**config.mk**
```make
export PLATFORM = sky130hd
export DESIGN_NAME = sai_core
export DESIGN_NICKNAME = d
export VERILOG_FILES = /design/src/sai_pkg.sv /design/src/sai_fifo.sv /design/src/sai_core.sv
export SDC_FILE = /design/constraint.sdc
export NUM_CORES = 1
export LEC_CHECK = 0
export BUFFER_PORTS_ARGS = -buffer_cell sky130_fd_sc_hd__clkbuf_2
export CORE_MARGIN = 4
export CORE_UTILIZATION = 30
export DETAILED_ROUTE_END_ITERATION = 7
export GPL_TIMING_DRIVEN = 0
export PLACE_DENSITY_LB_ADDON = 0.2
export SLEW_MARGIN = 15
export SYNTH_ARGS = -nofsm -noshare
export SYNTH_HDL_FRONTEND = slang
export SYNTH_SLANG_ARGS = --single-unit
```
**constraint.sdc**
```tcl
create_clock -name CLK -period 4.1 [get_ports CLK]
set_input_delay 0.205 -clock CLK [delete_from_list [all_inputs] [get_ports CLK]]
set_output_delay 0.205 -clock CLK [all_outputs]
set_load 0.02 [all_outputs]
```
**src/sai_pkg.sv**
```systemverilog
// Shared constants, state encodings and carrier structs for the serial converter interface
package sai_pkg;

  // ******************************************************
  // Resolution variants and word layout
  // ******************************************************
  localparam int unsigned RES_12     = 12;
  localparam int unsigned RES_10     = 10;
  localparam int unsigned RES_8      = 8;
  localparam int unsigned CODE_W     = 12;
  localparam int unsigned WORD_W     = 16;
  localparam int unsigned FIFO_DEPTH = 16;
  localparam logic [3:0]  LEAD_ZEROS = 4'h0;

  // ******************************************************
  // Edge counts, all referenced to the select falling edge
  // ******************************************************
  localparam logic [4:0] CNT_STEP    = 5'h01;
  localparam logic [4:0] CNT_ZERO    = 5'h00;
  localparam logic [4:0] FALLS_NOISE = 5'h02;
  localparam logic [4:0] FALLS_KEEP  = 5'h0A;
  localparam logic [4:0] RISE_TRACK  = 5'h0D;
  localparam logic [4:0] FALLS_WORD  = 5'h10;

  // Synchroniser reset values: select idles high, serial clock low
  localparam logic [2:0] SYNC_HIGH = 3'h7;
  localparam logic [2:0] SYNC_LOW  = 3'h0;

  typedef enum logic [2:0] {
    ST_IDLE = 3'b001,
    ST_CONV = 3'b010,
    ST_DONE = 3'b100
  } sai_state_t;

  typedef struct packed {
    logic [2:0]        cs_s;
    logic [2:0]        sck_s;
    sai_state_t        st;
    logic [4:0]        falls;
    logic [4:0]        rises;
    logic [WORD_W-1:0] shreg;
    logic [CODE_W-1:0] samp;
    logic              sd;
    logic              oe_b;
    logic              hold;
    logic              normal;
    logic              powered;
    logic              wake;
    logic              dummy;
  } sai_core_t;

  localparam sai_core_t CORE_RST = '{
    cs_s:    SYNC_HIGH,
    sck_s:   SYNC_LOW,
    st:      ST_IDLE,
    falls:   CNT_ZERO,
    rises:   CNT_ZERO,
    shreg:   16'h0000,
    samp:    12'h000,
    sd:      1'b0,
    oe_b:    1'b1,
    hold:    1'b0,
    normal:  1'b0,
    powered: 1'b0,
    wake:    1'b0,
    dummy:   1'b0
  };

endpackage

```
**src/sai_fifo.sv**
```systemverilog
// Parameterised flip-flop FIFO with valid/ready on both sides
`timescale 1ns/1ps
module sai_fifo #(
  parameter int unsigned WIDTH = 12,
  parameter int unsigned DEPTH = 16
) (
  input  wire logic             clk,       // System clock
  input  wire logic             rst_b,     // Synchronous reset, active low
  input  wire logic             in_valid,  // Writer offers a word
  input  wire logic [WIDTH-1:0] in_data,   // Word offered
  output logic                  in_ready,  // Room for a word, registered
  output logic                  out_valid, // Head word present
  output logic      [WIDTH-1:0] out_data,  // Head word
  input  wire logic             out_ready  // Reader takes the head word
);
  localparam int unsigned AW = $clog2(DEPTH);

  typedef struct packed {
    logic [DEPTH-1:0][WIDTH-1:0] mem;
    logic [AW-1:0]               wr;
    logic [AW-1:0]               rd;
    logic [AW:0]                 cnt;
    logic                        rdy;
  } sai_fifo_st_t;

  sai_fifo_st_t q;
  sai_fifo_st_t d;
  logic         push;
  logic         pop;

  assign push      = in_valid & q.rdy;
  assign pop       = out_ready & out_valid;
  assign in_ready  = q.rdy;
  assign out_valid = (q.cnt != '0);
  assign out_data  = q.mem[q.rd];

  always_comb begin
    d = q;
    if (push) begin
      d.mem[q.wr] = in_data;
      d.wr        = q.wr + AW'(1);
    end
    if (pop) begin
      d.rd = q.rd + AW'(1);
    end
    unique case ({push, pop})
      2'b10:   d.cnt = q.cnt + (AW+1)'(1);
      2'b01:   d.cnt = q.cnt - (AW+1)'(1);
      default: d.cnt = q.cnt;
    endcase
    // Ready only while a slot is free, so the writer really stalls
    d.rdy = (d.cnt != (AW+1)'(DEPTH));
  end

  always_ff @(posedge clk) begin
    if (!rst_b) begin
      q <= '0;
    end else begin
      q <= d;
    end
  end

endmodule // sai_fifo

```
**src/sai_core.sv**
```systemverilog
// Conversion control and serial result shifter of the converter interface
// Operation
// [RULE1] Select fall samples input, starts conversion, enables serial output.
// [RULE2] Return to track on 13th rising clock edge after select fall.
// [RULE3] Output floats after 16th falling edge or on select rise.
// [RULE4] Host waits the quiet time before lowering select again.
// [RULE5] Sixteen clock cycles per sample; bits shift out on falling edges.
// [RULE6] Word starts with four zeros, then result bits, MSB first.
// [RULE7] 10-bit variant appends two zeros, 8-bit four, 12-bit none.
// [RULE8] Leading zero presented at select fall; valid if first edge rises.
// [RULE9] Result is straight binary code of the selected resolution.
// [RULE10] Edge counts restart at every select falling edge.
// [RULE11] Two modes; select low enters normal mode and starts conversion.
// [RULE12] Select rising before tenth falling edge enters shutdown.
// [RULE13] Host holds select low past 10th fall to stay normal.
// [RULE14] Select rising between 10th and 16th fall aborts, stays normal.
// [RULE15] After sixteen cycles select must rise before next conversion.
// [RULE16] Select low in shutdown powers up; first conversion is a dummy.
// [RULE17] Select rising before second falling edge leaves mode unchanged.
// [RULE18] Leaving shutdown held past tenth fall: powered after 16 cycles.
// [RULE19] While select is high, clock edges are ignored, output floats.
`timescale 1ns/1ps
module sai_core #(
  parameter int unsigned RES_BITS = sai_pkg::RES_12
) (
  input  wire logic                      CLK,                // 40 MHz system clock
  input  wire logic                      RST_B,              // Synchronous reset, active low
  input  wire logic                      CS_B,               // Select pin, active low
  input  wire logic                      SCLK,               // Serial clock pin from host
  input  wire logic                      SAMPLE_VALID,       // Converter core offers a code
  input  wire logic [sai_pkg::CODE_W-1:0] SAMPLE_CODE,       // Straight binary code
  output logic                           SAMPLE_READY,       // Sample buffer has room
  output logic                           SERIAL_RESULT_OUT,  // Serial result data
  output logic                           SERIAL_RESULT_OE_B, // Output enable, low drives pin
  output logic                           HOLD,               // High in hold, low in track
  output logic                           NORMAL_MODE,        // High normal, low shutdown
  output logic                           POWERED,            // Fully powered up
  output logic                           DUMMY_CONV          // Current conversion unusable
);

  // ******************************************************
  // Word layout per variant
  // ******************************************************
  function automatic logic [sai_pkg::WORD_W-1:0] build_word(
    input logic [sai_pkg::CODE_W-1:0] code
  );
    logic [sai_pkg::WORD_W-1:0] w;
    w = {sai_pkg::LEAD_ZEROS, code};
    if (RES_BITS == sai_pkg::RES_10) begin
      w = {sai_pkg::LEAD_ZEROS, code[9:0], 2'h0};
    end else if (RES_BITS == sai_pkg::RES_8) begin
      w = {sai_pkg::LEAD_ZEROS, code[7:0], 4'h0};
    end
    return w;
  endfunction

  sai_pkg::sai_core_t         q;
  sai_pkg::sai_core_t         d;
  logic                       cs_fall;
  logic                       cs_rise;
  logic                       sck_rise;
  logic                       sck_fall;
  logic                       head_valid;
  logic [sai_pkg::CODE_W-1:0] head_code;
  logic                       head_pop;
  logic [sai_pkg::CODE_W-1:0] code_now;
  logic [sai_pkg::WORD_W-1:0] word_now;
  logic                       next_bit;

  // ******************************************************
  // Sample buffer between converter core and shifter
  // ******************************************************
  sai_fifo #(
    .WIDTH (sai_pkg::CODE_W),
    .DEPTH (sai_pkg::FIFO_DEPTH)
  ) u_fifo (
    .clk       (CLK),
    .rst_b     (RST_B),
    .in_valid  (SAMPLE_VALID),
    .in_data   (SAMPLE_CODE),
    .in_ready  (SAMPLE_READY),
    .out_valid (head_valid),
    .out_data  (head_code),
    .out_ready (head_pop)
  );

  // Edges seen only on the second and third synchroniser stages
  assign cs_fall  = q.cs_s[2] & ~q.cs_s[1];
  assign cs_rise  = ~q.cs_s[2] & q.cs_s[1];
  assign sck_rise = ~q.sck_s[2] & q.sck_s[1];
  assign sck_fall = q.sck_s[2] & ~q.sck_s[1];
  assign next_bit = q.shreg[sai_pkg::WORD_W-2];

  // An empty buffer repeats the last held code rather than stalling the host
  assign code_now = head_valid ? head_code : q.samp;
  assign word_now = build_word(code_now);
  assign head_pop = (q.st == sai_pkg::ST_IDLE) & cs_fall & head_valid;

  // ******************************************************
  // Next-state logic
  // ******************************************************
  always_comb begin
    d       = q;
    d.cs_s  = {q.cs_s[1:0], CS_B};
    d.sck_s = {q.sck_s[1:0], SCLK};
    unique case (q.st)
      sai_pkg::ST_IDLE: begin
        // [RULE19] Idle ignores clock
        if (cs_fall) begin
          d.st     = sai_pkg::ST_CONV;
          // [RULE10] Restart edge counts
          d.falls  = sai_pkg::CNT_ZERO;
          d.rises  = sai_pkg::CNT_ZERO;
          // [RULE1] Sample and drive
          d.samp   = code_now;
          d.hold   = 1'b1;
          d.oe_b   = 1'b0;
          // [RULE9] Binary code, variant layout
          d.shreg  = word_now;
          // [RULE8] First zero set up now
          d.sd     = word_now[sai_pkg::WORD_W-1];
          // [RULE11] Select low enters normal
          d.normal = 1'b1;
          // [RULE16] Wake from shutdown is dummy
          d.wake   = ~q.normal;
          d.dummy  = ~q.normal | ~q.powered;
        end
      end
      sai_pkg::ST_CONV: begin
        if (cs_rise) begin
          // [RULE3] Select rise floats output
          d.st   = sai_pkg::ST_IDLE;
          d.oe_b = 1'b1;
          d.hold = 1'b0;
          if (q.wake) begin
            // [RULE16] Early rise during wake returns to shutdown
            if (q.falls < sai_pkg::FALLS_KEEP) begin
              d.normal  = 1'b0;
              d.powered = 1'b0;
            end
          end else if (q.falls >= sai_pkg::FALLS_NOISE &&
                       q.falls < sai_pkg::FALLS_KEEP) begin
            // [RULE12] Enter shutdown
            d.normal  = 1'b0;
            d.powered = 1'b0;
          end
          // [RULE17] Below two falls mode is kept
          // [RULE14] Late rise aborts, mode stays normal
        end else begin
          if (sck_rise) begin
            d.rises = q.rises + sai_pkg::CNT_STEP;
            // [RULE2] Back to track
            if (d.rises == sai_pkg::RISE_TRACK) begin
              d.hold = 1'b0;
            end
          end
          if (sck_fall) begin
            d.falls = q.falls + sai_pkg::CNT_STEP;
            if (d.falls == sai_pkg::FALLS_WORD) begin
              // [RULE3] Float after 16th fall
              d.st   = sai_pkg::ST_DONE;
              d.oe_b = 1'b1;
              // [RULE18] Powered after 16 cycles
              if (q.wake) begin
                d.powered = 1'b1;
              end
            end else begin
              // [RULE5] Shift on falling edge
              // [RULE6] Zeros then result, MSB first
              // [RULE7] Trailing zeros per variant
              d.shreg = {q.shreg[sai_pkg::WORD_W-2:0], 1'b0};
              d.sd    = next_bit;
            end
          end
        end
      end
      sai_pkg::ST_DONE: begin
        // [RULE15] Select must rise before next start
        if (cs_rise) begin
          d.st   = sai_pkg::ST_IDLE;
          d.hold = 1'b0;
        end
      end
    endcase
  end

  always_ff @(posedge CLK) begin
    if (!RST_B) begin
      q <= sai_pkg::CORE_RST;
    end else begin
      q <= d;
    end
  end

  assign SERIAL_RESULT_OUT  = q.sd;
  assign SERIAL_RESULT_OE_B = q.oe_b;
  assign HOLD               = q.hold;
  assign NORMAL_MODE        = q.normal;
  assign POWERED            = q.powered;
  assign DUMMY_CONV         = q.dummy;

  logic start_ev;
  assign start_ev = (q.st == sai_pkg::ST_IDLE) & cs_fall;

  // Padding positions in detected falls; the 12-bit variant never reaches TRAIL_FROM
  localparam logic [4:0] LEAD_N     = 5'($bits(sai_pkg::LEAD_ZEROS));
  localparam logic [4:0] TRAIL_FROM = 5'(sai_pkg::WORD_W - (sai_pkg::CODE_W - RES_BITS));
endmodule // sai_core

```
==> run_results.csv, run 1 <==
group,metric,value,unit
global_route,grt_pass1_vias,9194,
power_and_ir_drop,ir_worst_vdd,298,µV
timing,hold_viol,0,
clocking,insertion_delay,0.56,ns
synthesis,synth_mux_area_frac,0.172,
timing,relSlewSlack,0.337,
timing,min_period_over_period,0.830,
run_status,status,"finished clean",
floorplan,fp.dieW,204,µm
setup_path,crit_path_start_kind,"flop",
synthesis,async_flop_share,0,
cells_and_area,fillerInstances,3927,
setup_path,required,4.57,ns
setup_path,crit_type,"reg -> reg",
clocking,clk_path_buf_depth,3,
synthesis,avgSynthCellArea,9.05,µm²
routing,num_vias,9418,
placement,io_buffers,23,
setup_path,cpMostUsedCell,"buf_2",
floorplan,die-height,204,µm
synthesis,synth-xor-area-share,0.00913,
timing,grt_setup_unrepaired,"false",
synthesis,synth_cell_type_count,64,
clocking,h-tree-depth,1,
synthesis,synthSimpleGateAreaFrac,0.172,
cells_and_area,antenna_cells,0,
placement,gp_congestion,0.853,
timing,postLayoutSetupSlackWorst,0.695,ns
clocking,cts_setup_buffers,0,
routing,initialDrtViolationCount,594,
timing,worstMarginPinSlew,0.994,ns
clocking,cts_tree,"built",
power_and_ir_drop,total_power,0.00552,W
floorplan,rows,71,
global_route,grt_use_total,0.177,
timing,setup_tns,0,ns
synthesis,synth-compound-area-share,0.139,
setup_path,path_cells,"buf_2 > nor3b_2 > and2_1 > buf_2 > buf_2 > nand2_1 > inv_1 > ha_1 > ha_1 > a21o_1 > a2111oi_0 > nand4b_1 > nand2_1 > a41oi_1",
floorplan,io_pins,24,
synthesis,syn_inst,1272,
clocking,clock-root-buffer,"clkbuf_16",
synthesis,syn_area,11500,µm²
cells_and_area,layoutNonFillerInstCount,1862,
power_and_ir_drop,power_density,415,nW/µm²
timing,layout_min_cycle_time,3.40,ns
setup_path,worstPathMaxFanout,10,
routing,drt_first_pass_iters,5,
power_and_ir_drop,p_leak,4.47,nW
job,maxCapViolCount,0,
min_path,hold_path.class,"in -> reg",
synthesis,ys_seq_area_frac,0.450,
global_route,grt_pass1_wl,57100,µm
setup_path,slowest_delay,0.37,ns
clocking,clkTransAtPathRegs,0.06,ns
synthesis,synth_top_family_by_area,"multiplexers",
placement,hpwl,26100,µm
routing,vias_per_cell,5.06,
routing,wl_per_cell,19.9,µm
global_route,antenna_found_initial,1,
floorplan,dieArea,41600,µm²
routing,drt-total-wl,37100,µm
timing,setup_viol,0,
floorplan,start_util,0.305,
cells_and_area,fin_util,0.352,
global_route,overflow,0,
setup_path,crit_path_end_kind,"flop",
synthesis,synthAdderAreaFrac,0.0159,
synthesis,yosys_warnings,0,
floorplan,core,37800,µm²
cells_and_area,drive_above_1_share,0.110,
cells_and_area,final_common_cell,"dfxtp_1",
synthesis,syn_nets,1303,
timing,fmax,294,MHz
timing,drv_slew,0,
synthesis,ys.flop_type,"dfxtp_1",
cells_and_area,layout_common_cells,"dfxtp_1 (259), nand2_1 (257), a21oi_1 (147)",
clocking,numCtsBuffers,29,
cells_and_area,area_growth,15.4,%
timing,skew,0.0140,ns
routing,post-route-drc-count,0,
setup_path,cp.arrival,3.87,ns
cells_and_area,fin_nets,1360,
global_route,grt_max_degree,15,
clocking,cts_sinks,259,
synthesis,ys_seq_elements,259,
setup_path,crit_slowest_cell,"a2111oi_0",
synthesis,synth-edff-count,0,
placement,place_ws,0.685,ns
placement,dp.cells,1806,
routing,final_antenna_net_count,0,
==> state kept, by name, summed over array words and instances, names as in the netlist <==
name / cells
SERIAL_RESULT_OUT: 1
d: 4
next_bit: 1
POWERED: 1
HOLD: 1
u_fifo.q: 205
DUMMY_CONV: 1
NORMAL_MODE: 1
u_fifo.in_ready: 1
SERIAL_RESULT_OE_B: 1
q: 42
==> layout make-up <==
class / instances / area [µm²] / area share
Clock inverter: 7 / 92.6 / 0.00697
Inverter: 11 / 41.3 / 0.00311
Sequential cell: 259 / 5180 / 0.390
Clock buffer: 46 / 900 / 0.0677
Timing Repair Buffer: 26 / 145 / 0.0109
Multi-Input combinational cell: 900 / 5840 / 0.440
Buffer: 102 / 444 / 0.0334
Tap cell: 511 / 639 / 0.0481
==> synthesized netlist by cell type (6+ instances only) <==
master	n	area [µm²]
nand2_1	257	965
buf_2	16	80.1
a21oi_1	147	736
a21o_1	7	52.6
nand2b_1	10	62.6
mux2i_1	101	1010
mux4_2	42	946
ha_1	13	163
o21ai_0	43	215
dfxtp_1	259	5180
inv_1	9	33.8
nor3_1	12	60.1
xor2_1	6	52.6
buf_4	7	52.6
xnor2_1	6	52.6
nand4_1	9	56.3
nor2b_1	6	37.5
nor2_1	113	424
a211oi_1	10	75.1
o211ai_1	12	90.1
clkbuf_1	74	278
nand3_1	18	90.1
o22a_1	6	52.6
and2_1	15	93.8
a22oi_1	10	75.1
==> final timing paths <==
| kind | startpoint | endpoint | slack [ns] | cells past startpoint |
|---|---|---|---|---|
| min reg2reg | d[52] | d[53] | 0.41 | 1 |
| max | q[45] | u_fifo.in_ready | 0.70 | 14 |
| max reg2reg | q[45] | u_fifo.in_ready | 0.70 | 14 |
| min | SAMPLE_CODE[7] | u_fifo.q[69] | 0.04 | 3 |
==> power by group <==
group	total (W)	internal, W	switching (W)
Sequential	0.00255	0.00254	0.0000153
Clock	0.00269	0.00162	0.00107
Combinational	0.000272	0.0000717	0.000200
==> worst max-delay path: cells and delay by family, from the launching register on <==
family	cells	cell delay, ns
DFF	1	0.30
and+or+nand+nor	5	0.95
AOI/OAI and AO/OA	3	0.76
buffers and inverters	4	0.71
adders and majority gates	2	0.60
==> per-stage QoR <==
stage | instance area (µm²) | hold WS [ns]
after CTS | 13300 | 0.0127
final | 13300 | 0.0360
after global routing | 13300 | 0.0537
after floorplan | 11500 | 0.306
after detailed placement | 12300 | 0.394
after global placement | 12300 | 0.406
==> layer usage <==
layer / vias to the layer above / part of all wire / GRT usage / wire length, µm
met5: - / 0 / 0 / 0
met4: 0 / 0.022 / 0.0376 / 818
met3: 57 / 0.051 / 0.0267 / 1910
met2: 241 / 0.46 / 0.291 / 17100
met1: 4561 / 0.47 / 0.248 / 17300
li1: 4559 / - / - / -
==> what timing repair did <==
| action | CTS | global route |
|---|---|---|
| resized for setup | 0 | 0 |
| hold buffers | 3 | 0 |
| endpoints found under the hold margin | 6 | 0 |
==> kinds of logic (layout without fill, tap and decap cells) <==
family                   Yosys count  in the layout
multiplexers                     145            145
adder cells (fa/ha/maj)           14             14
flip-flops                       259            259
XOR/XNOR                          12             12
AO/OA/AOI/OAI                    269            269
buffers and inverters            113            192
AND/OR/NAND/NOR                  460            460
(Power assumes the default switching activity.)
==> run 2: changes to the inputs <==
--- a/config.mk
+++ b/config.mk
@@ -5,6 +5,7 @@
 export SDC_FILE = /design/constraint.sdc
 export NUM_CORES = 1
 export LEC_CHECK = 0
+export ABC_AREA = 1
 export BUFFER_PORTS_ARGS = -buffer_cell sky130_fd_sc_hd__clkbuf_2
 export CORE_MARGIN = 4
 export CORE_UTILIZATION = 30
==> constraint.sdc (replaced) <==
create_clock -name CLK -period 2.75 [get_ports CLK]
set_input_delay 0.1375 -clock CLK [delete_from_list [all_inputs] [get_ports CLK]]
set_output_delay 0.1375 -clock CLK [all_outputs]
set_load 0.02 [all_outputs]
==> run_results.csv, run 2 <==
group,metric,value,unit
run_status,status,"finished clean",
cells_and_area,largest_reg_flops,205,
synthesis,synthAdderAreaFrac,0.0153,
synthesis,synthSimpleGateAreaFrac,0.230,
timing,worstMarginPinSlew,1.09,ns
synthesis,synth_mux_area_frac,0,
cells_and_area,layoutNonFillerInstCount,2350,
power_and_ir_drop,internal_power,0.00676,W
job,maxCapViolCount,0,
synthesis,yosys_warnings,0,
synthesis,synth_top_area_share,0.433,
floorplan,core,39000,µm²
clocking,clkTransAtPathRegs,0.06,ns
global_route,grt_pass1_wl,65800,µm
synthesis,ys_top_cells_by_area,"dfxtp_1 (43%), o21ai_0 (10%), nand2_1 (9.2%), a21oi_1 (8.0%), nand3_1 (7.8%)",
synthesis,synth_top_family_by_area,"simple AND/OR/NAND/NOR gates",
setup_path,r2r_slack,0.19,ns
global_route,grt_pass1_vias,11200,
timing,setup_tns,0,ns
timing,grt_setup_unrepaired,"false",
floorplan,dieArea,43200,µm²
floorplan,start_util,0.307,
clocking,cts_tree,"built",
setup_path,worstPathMaxFanout,18,
timing,hold_viol,0,
synthesis,synth_cell_type_count,33,
cells_and_area,multi_input_area,5380,µm²
synthesis,syn_area,12000,µm²
timing,min_period_over_period,0.932,
min_path,whs_endpoint,"u_fifo.q[141]",
synthesis,syn_inst,1754,
placement,dp.cells,2294,
cells_and_area,top_register,"u_fifo.q",
power_and_ir_drop,p_switching,0.00270,W
power_and_ir_drop,power.switching_fraction,0.285,
setup_path,crit_path_end_kind,"flop",
timing,fmax,390,MHz
setup_path,reg2reg_to,"u_fifo.in_ready",
cells_and_area,seqCellArea,5180,µm²
setup_path,r2r_cells,13,
cells_and_area,area_growth,15.1,%
global_route,grt_max_degree,19,
power_and_ir_drop,p_leak,5.42,nW
clocking,insertion_delay,0.58,ns
min_path,whs_path_depth,3,
synthesis,avgSynthCellArea,6.83,µm²
routing,drt-total-wl,42800,µm
cells_and_area,final_common_cell,"nand2_1",
timing,skew,0.0152,ns
floorplan,io_pins,24,
power_and_ir_drop,clkPwrFrac,0.427,
routing,final_antenna_net_count,0,
clocking,cts_sinks,259,
placement,hpwl,30800,µm
placement,gp_congestion,0.885,
cells_and_area,layout_common_cells,"nand2_1 (294), dfxtp_1 (259), o21ai_0 (242)",
power_and_ir_drop,ir_worst_vdd,533,µV
cells_and_area,drive_above_1_share,0.0715,
setup_path,crit_path_start_kind,"flop",
routing,initialDrtViolationCount,896,
routing,wl_per_cell,18.2,µm
timing,drv_slew,0,
global_route,antenna_found_initial,0,
cells_and_area,antenna_cells,0,
routing,post-route-drc-count,0,
global_route,overflow,0,
synthesis,yosysTopAreaCell,"dfxtp_1",
routing,num_vias,11700,
placement,placed_area,12700,µm²
power_and_ir_drop,total_power,0.00946,W
synthesis,synth-xor-area-share,0.00585,
synthesis,netlist_top_cells_count,"nand2_1 (294), dfxtp_1 (259), o21ai_0 (243)",
synthesis,synth-compound-area-share,0.198,
synthesis,syn_nets,1785,
routing,drt_first_pass_iters,7,
min_path,hold_path.class,"in -> reg",
floorplan,rows,72,
floorplan,fp.dieW,208,µm
clocking,clock-root-buffer,"clkbuf_16",
cells_and_area,fillerInstances,4254,
power_and_ir_drop,p_comb_frac,0.149,
cells_and_area,fin_area,13800,µm²
setup_path,crit_type,"reg -> reg",
synthesis,synth-edff-count,0,
clocking,clk_path_buf_depth,3,
cells_and_area,fin_nets,1843,
setup_path,required,3.18,ns
routing,vias_per_cell,4.98,
power_and_ir_drop,power_frac_seq,0.424,
global_route,grt_use_total,0.193,
clocking,h-tree-depth,1,
synthesis,ys_seq_elements,259,
timing,layout_min_cycle_time,2.56,ns
synthesis,async_flop_share,0,
timing,relSlewSlack,0.272,
setup_path,cp.arrival,3.00,ns
synthesis,ys_seq_area_frac,0.433,
power_and_ir_drop,power_density,686,nW/µm²
synthesis,ys.flop_type,"dfxtp_1",
synthesis,yosysMostFrequentCell,"nand2_1",
clocking,numCtsBuffers,30,
min_path,hp-start,"SAMPLE_CODE[7]",
placement,io_buffers,22,
timing,setup_viol,0,
setup_path,worstReg2RegStart,"u_fifo.q[1]",
floorplan,die-height,208,µm
==> run 2: power by group through the flow <==
| stage | Combinational (W) | Sequential [W] | Clock, W |
|---|---|---|---|
| 2_1_floorplan | 0.000932 | 0.00408 | 0 |
| 3_3_place_gp | 0.00138 | 0.00409 | 0 |
| 3_5_place_dp | 0.00139 | 0.00409 | 0 |
| 4_1_cts | 0.00140 | 0.00401 | 0.00411 |
| 5_1_grt | 0.00159 | 0.00403 | 0.00428 |
| 6_report | 0.00141 | 0.00401 | 0.00403 |
==> run 2: through the flow <==
stage	util	setup slack, ns	hold WS, ns
after floorplan	-	0.248	0.235
after CTS	0.353	0.00673	0.00734
final	0.353	0.187	0.0299
after global routing	0.353	0.00191	0.0335
after global placement	0.326	-0.215	0.325
after detailed placement	0.326	-0.191	0.327
==> run 2: timing repair <==
item	in CTS	in global routing
gates resized for setup	2	4
buffers inserted	0	1
endpoints found under the setup margin	2	2
endpoints found under the hold margin	7	0
pin swaps	0	1
hold buffers	4	0
==> run 2: layer usage <==
layer,share of wire,wire length [µm],global-route usage
met5,0,0,0
met2,0.44,18900,0.304
met1,0.44,18800,0.257
met3,0.074,3190,0.0407
met4,0.046,1990,0.0838
==> run 2: worst max-delay path, stage by stage, from the launching register on <==
cell and delay [ns]:
dfxtp_1 0.36, nor3_1 0.25, nand3_2 0.17, nand2_2 0.18, inv_6 0.10, ha_2 0.24, fa_1 0.41, nand2_1 0.09
nand2_1 0.05, a21oi_1 0.16, xor2_1 0.15, a21boi_0 0.12, nor2_1 0.11, nor2_1 0.05
==> run 2: cell families after synthesis <==
logic type,after synthesis
xor+xnor,8
flops,259
compound gates,460
fa+ha+maj,14
simple gates,652
buf+inv,361
==> run 2: worst max path at each step <==
| stage | start | endpoint | slack [ns] | depth (start not counted) |
|---|---|---|---|---|
| finish | u_fifo.q[1] | u_fifo.in_ready | 0.19 | 13 |
| global route | q[47] | u_fifo.in_ready | 0.002 | 15 |
| CTS | q[47] | u_fifo.in_ready | 0.007 | 15 |
| detailed placement | u_fifo.q[1] | u_fifo.in_ready | -0.19 | 13 |
| global placement | u_fifo.q[1] | u_fifo.in_ready | -0.22 | 14 |
| floorplan | u_fifo.q[1] | u_fifo.in_ready | 0.25 | 14 |
==> run 2: cell type report <==
cell class | instances | share of cell area
multi-input combinational | 1134 | 0.390
sequential | 259 | 0.376
inverter | 242 | 0.0667
clock buffer | 48 | 0.0659
tap | 518 | 0.0471
buffer | 118 | 0.0362
timing repair buffer | 27 | 0.0114
clock inverter | 4 | 0.00590
==> run 3: changes to the inputs <==
--- a/config.mk
+++ b/config.mk
@@ -5,7 +5,6 @@
 export SDC_FILE = /design/constraint.sdc
 export NUM_CORES = 1
 export LEC_CHECK = 0
-export ABC_AREA = 1
 export BUFFER_PORTS_ARGS = -buffer_cell sky130_fd_sc_hd__clkbuf_2
 export CORE_MARGIN = 4
 export CORE_UTILIZATION = 30
==> run_results.csv, run 3 (synthesis results as in run 1) <==
group,metric,value,unit
global_route,antenna_found_initial,1,
cells_and_area,final_common_cell,"dfxtp_1",
power_and_ir_drop,ir_worst_vdd,377,µV
cells_and_area,fin_nets,1373,
floorplan,dieArea,41600,µm²
setup_path,crit_type,"reg -> reg",
cells_and_area,top_register,"u_fifo.q",
clocking,insertion_delay,0.56,ns
floorplan,rows,71,
setup_path,cp.arrival,3.05,ns
routing,wl_per_cell,20.1,µm
job,maxCapViolCount,0,
timing,worstMarginPinSlew,1.08,ns
timing,layout_min_cycle_time,2.65,ns
run_status,status,"finished clean",
power_and_ir_drop,power_density,606,nW/µm²
cells_and_area,area_growth,17.3,%
floorplan,fp.dieW,204,µm
cells_and_area,fillerInstances,3901,
placement,gp_congestion,0.814,
clocking,cts_tree,"built",
timing,setup_viol,0,
clocking,cts_sinks,259,
floorplan,io_pins,24,
global_route,grt_use_total,0.178,
routing,initialDrtViolationCount,741,
timing,postLayoutSetupSlackWorst,0.0958,ns
floorplan,core,37800,µm²
setup_path,crit_slowest_cell,"fa_2",
setup_path,required,3.14,ns
global_route,grt_pass1_wl,57200,µm
min_path,hold_path.class,"in -> reg",
global_route,grt_max_degree,20,
routing,num_vias,9523,
setup_path,critical_path.top_delay_family,"simple AND/OR/NAND/NOR gates",
routing,drt_first_pass_iters,6,
placement,hpwl,26200,µm
timing,fmax,377,MHz
cells_and_area,layout_common_cells,"dfxtp_1 (258), nand2_1 (255), a21oi_1 (146)",
routing,vias_per_cell,5.08,
clocking,h-tree-depth,1,
placement,place_ws,-0.598,ns
global_route,grt_pass1_vias,9190,
clocking,clkTransAtPathRegs,0.06,ns
cells_and_area,antenna_cells,0,
floorplan,start_util,0.305,
clocking,clk_path_buf_depth,3,
cells_and_area,largest_reg_flops,205,
setup_path,path_cells,"nor3_4 > nand2_2 > buf_6 > nand2_8 > inv_2 > ha_4 > fa_2 > a21o_1 > a2111oi_4 > nand4b_1 > buf_4 > a21oi_1",
power_and_ir_drop,total_power,0.00818,W
timing,drv_slew,0,
global_route,overflow,0,
cells_and_area,drive_above_1_share,0.124,
clocking,clock-root-buffer,"clkbuf_16",
clocking,numCtsBuffers,29,
timing,relSlewSlack,0.280,
setup_path,slowest_delay,0.40,ns
setup_path,critical_path_buf_inv_count,3,
power_and_ir_drop,p_leak,4.54,nW
placement,io_buffers,23,
setup_path,worstPathMaxFanout,10,
timing,setup_tns,0,ns
timing,hold_viol,0,
routing,final_antenna_net_count,0,
setup_path,crit_path_start_kind,"flop",
timing,skew,0.0164,ns
routing,drt-total-wl,37700,µm
timing,min_period_over_period,0.965,
setup_path,crit_path_end_kind,"flop",
routing,post-route-drc-count,0,
floorplan,die-height,204,µm
timing,worst_hold_slack,0.0225,ns
run 3: changes by cell type in the layout (fill, tap and decap cells not counted), sizes merged, moves of 8 or more:
cell	delta
inv	-230
o21ai	-202
nand3	-169
mux2i	+101
a21oi	-45
mux4	+42
nand2	-41
nor2	-40
and2	+15
a22oi	+11
nand2b	+10
clkbuf	-9
dlygate4sd3	+8
run 3: layout make-up:
type / instances / area, µm² / area share
clock buffers: 44 / 852 / 0.0631
inverters: 11 / 41.3 / 0.00306
well taps: 511 / 639 / 0.0473
flip-flops and latches: 259 / 5190 / 0.384
repair buffers: 42 / 288 / 0.0213
plain buffers: 99 / 460 / 0.0341
clock inverters: 9 / 105 / 0.00778
multi-input cells: 900 / 5930 / 0.439
run 3: worst paths after layout:
check / startpoint / endpoint / slack (ns) / depth (start not counted)
setup / recovery: u_fifo.q[1] / u_fifo.q[5] / 0.1 / 12
hold / removal: SAMPLE_CODE[2] / u_fifo.q[64] / 0.02 / 3
setup reg to reg: u_fifo.q[1] / u_fifo.q[5] / 0.1 / 12
hold reg to reg: d[52] / d[53] / 0.41 / 1
run 3: what timing repair did:
action | CTS | global route
hold buffers | 12 | 0
setup buffers | 3 | 4
hold endpoints to repair | 50 | 0
setup endpoints to repair | 6 | 2
pin swaps | 2 | 5
resized for setup | 18 | 12
run 3: metrics by stage:
stage	cell area, µm²	util	instances
6_report	13500	0.358	1875
3_3_place_gp	12300	0.325	1806
3_5_place_dp	12300	0.325	1806
4_1_cts	13400	0.356	1872
5_1_grt	13500	0.358	1875
2_1_floorplan	11500	-	1272
run 3: per-layer routing:
layer  track usage  up-vias  wire (µm)
li1              -     4574          -
met1         0.251     4659      17500
met4        0.0446        0        988
met3        0.0278       62       1980
met5             0        -          0
met2         0.288      228      17200
run 3: power breakdown:
| group | leakage, nW | total, W | internal (W) | switching, W |
|---|---|---|---|---|
| sequential | 2.09 | 0.00381 | 0.00378 | 0.0000242 |
| clock | 0.470 | 0.00392 | 0.00231 | 0.00160 |
| combinational | 1.98 | 0.000451 | 0.000136 | 0.000314 |
| total | 4.54 | 0.00818 | 0.00623 | 0.00194 |
run 3: tightest hold or removal path, stage by stage:
cell and delay, ns:
clkbuf_2 0.23, mux2i_1 0.11, nor2_1 0.07
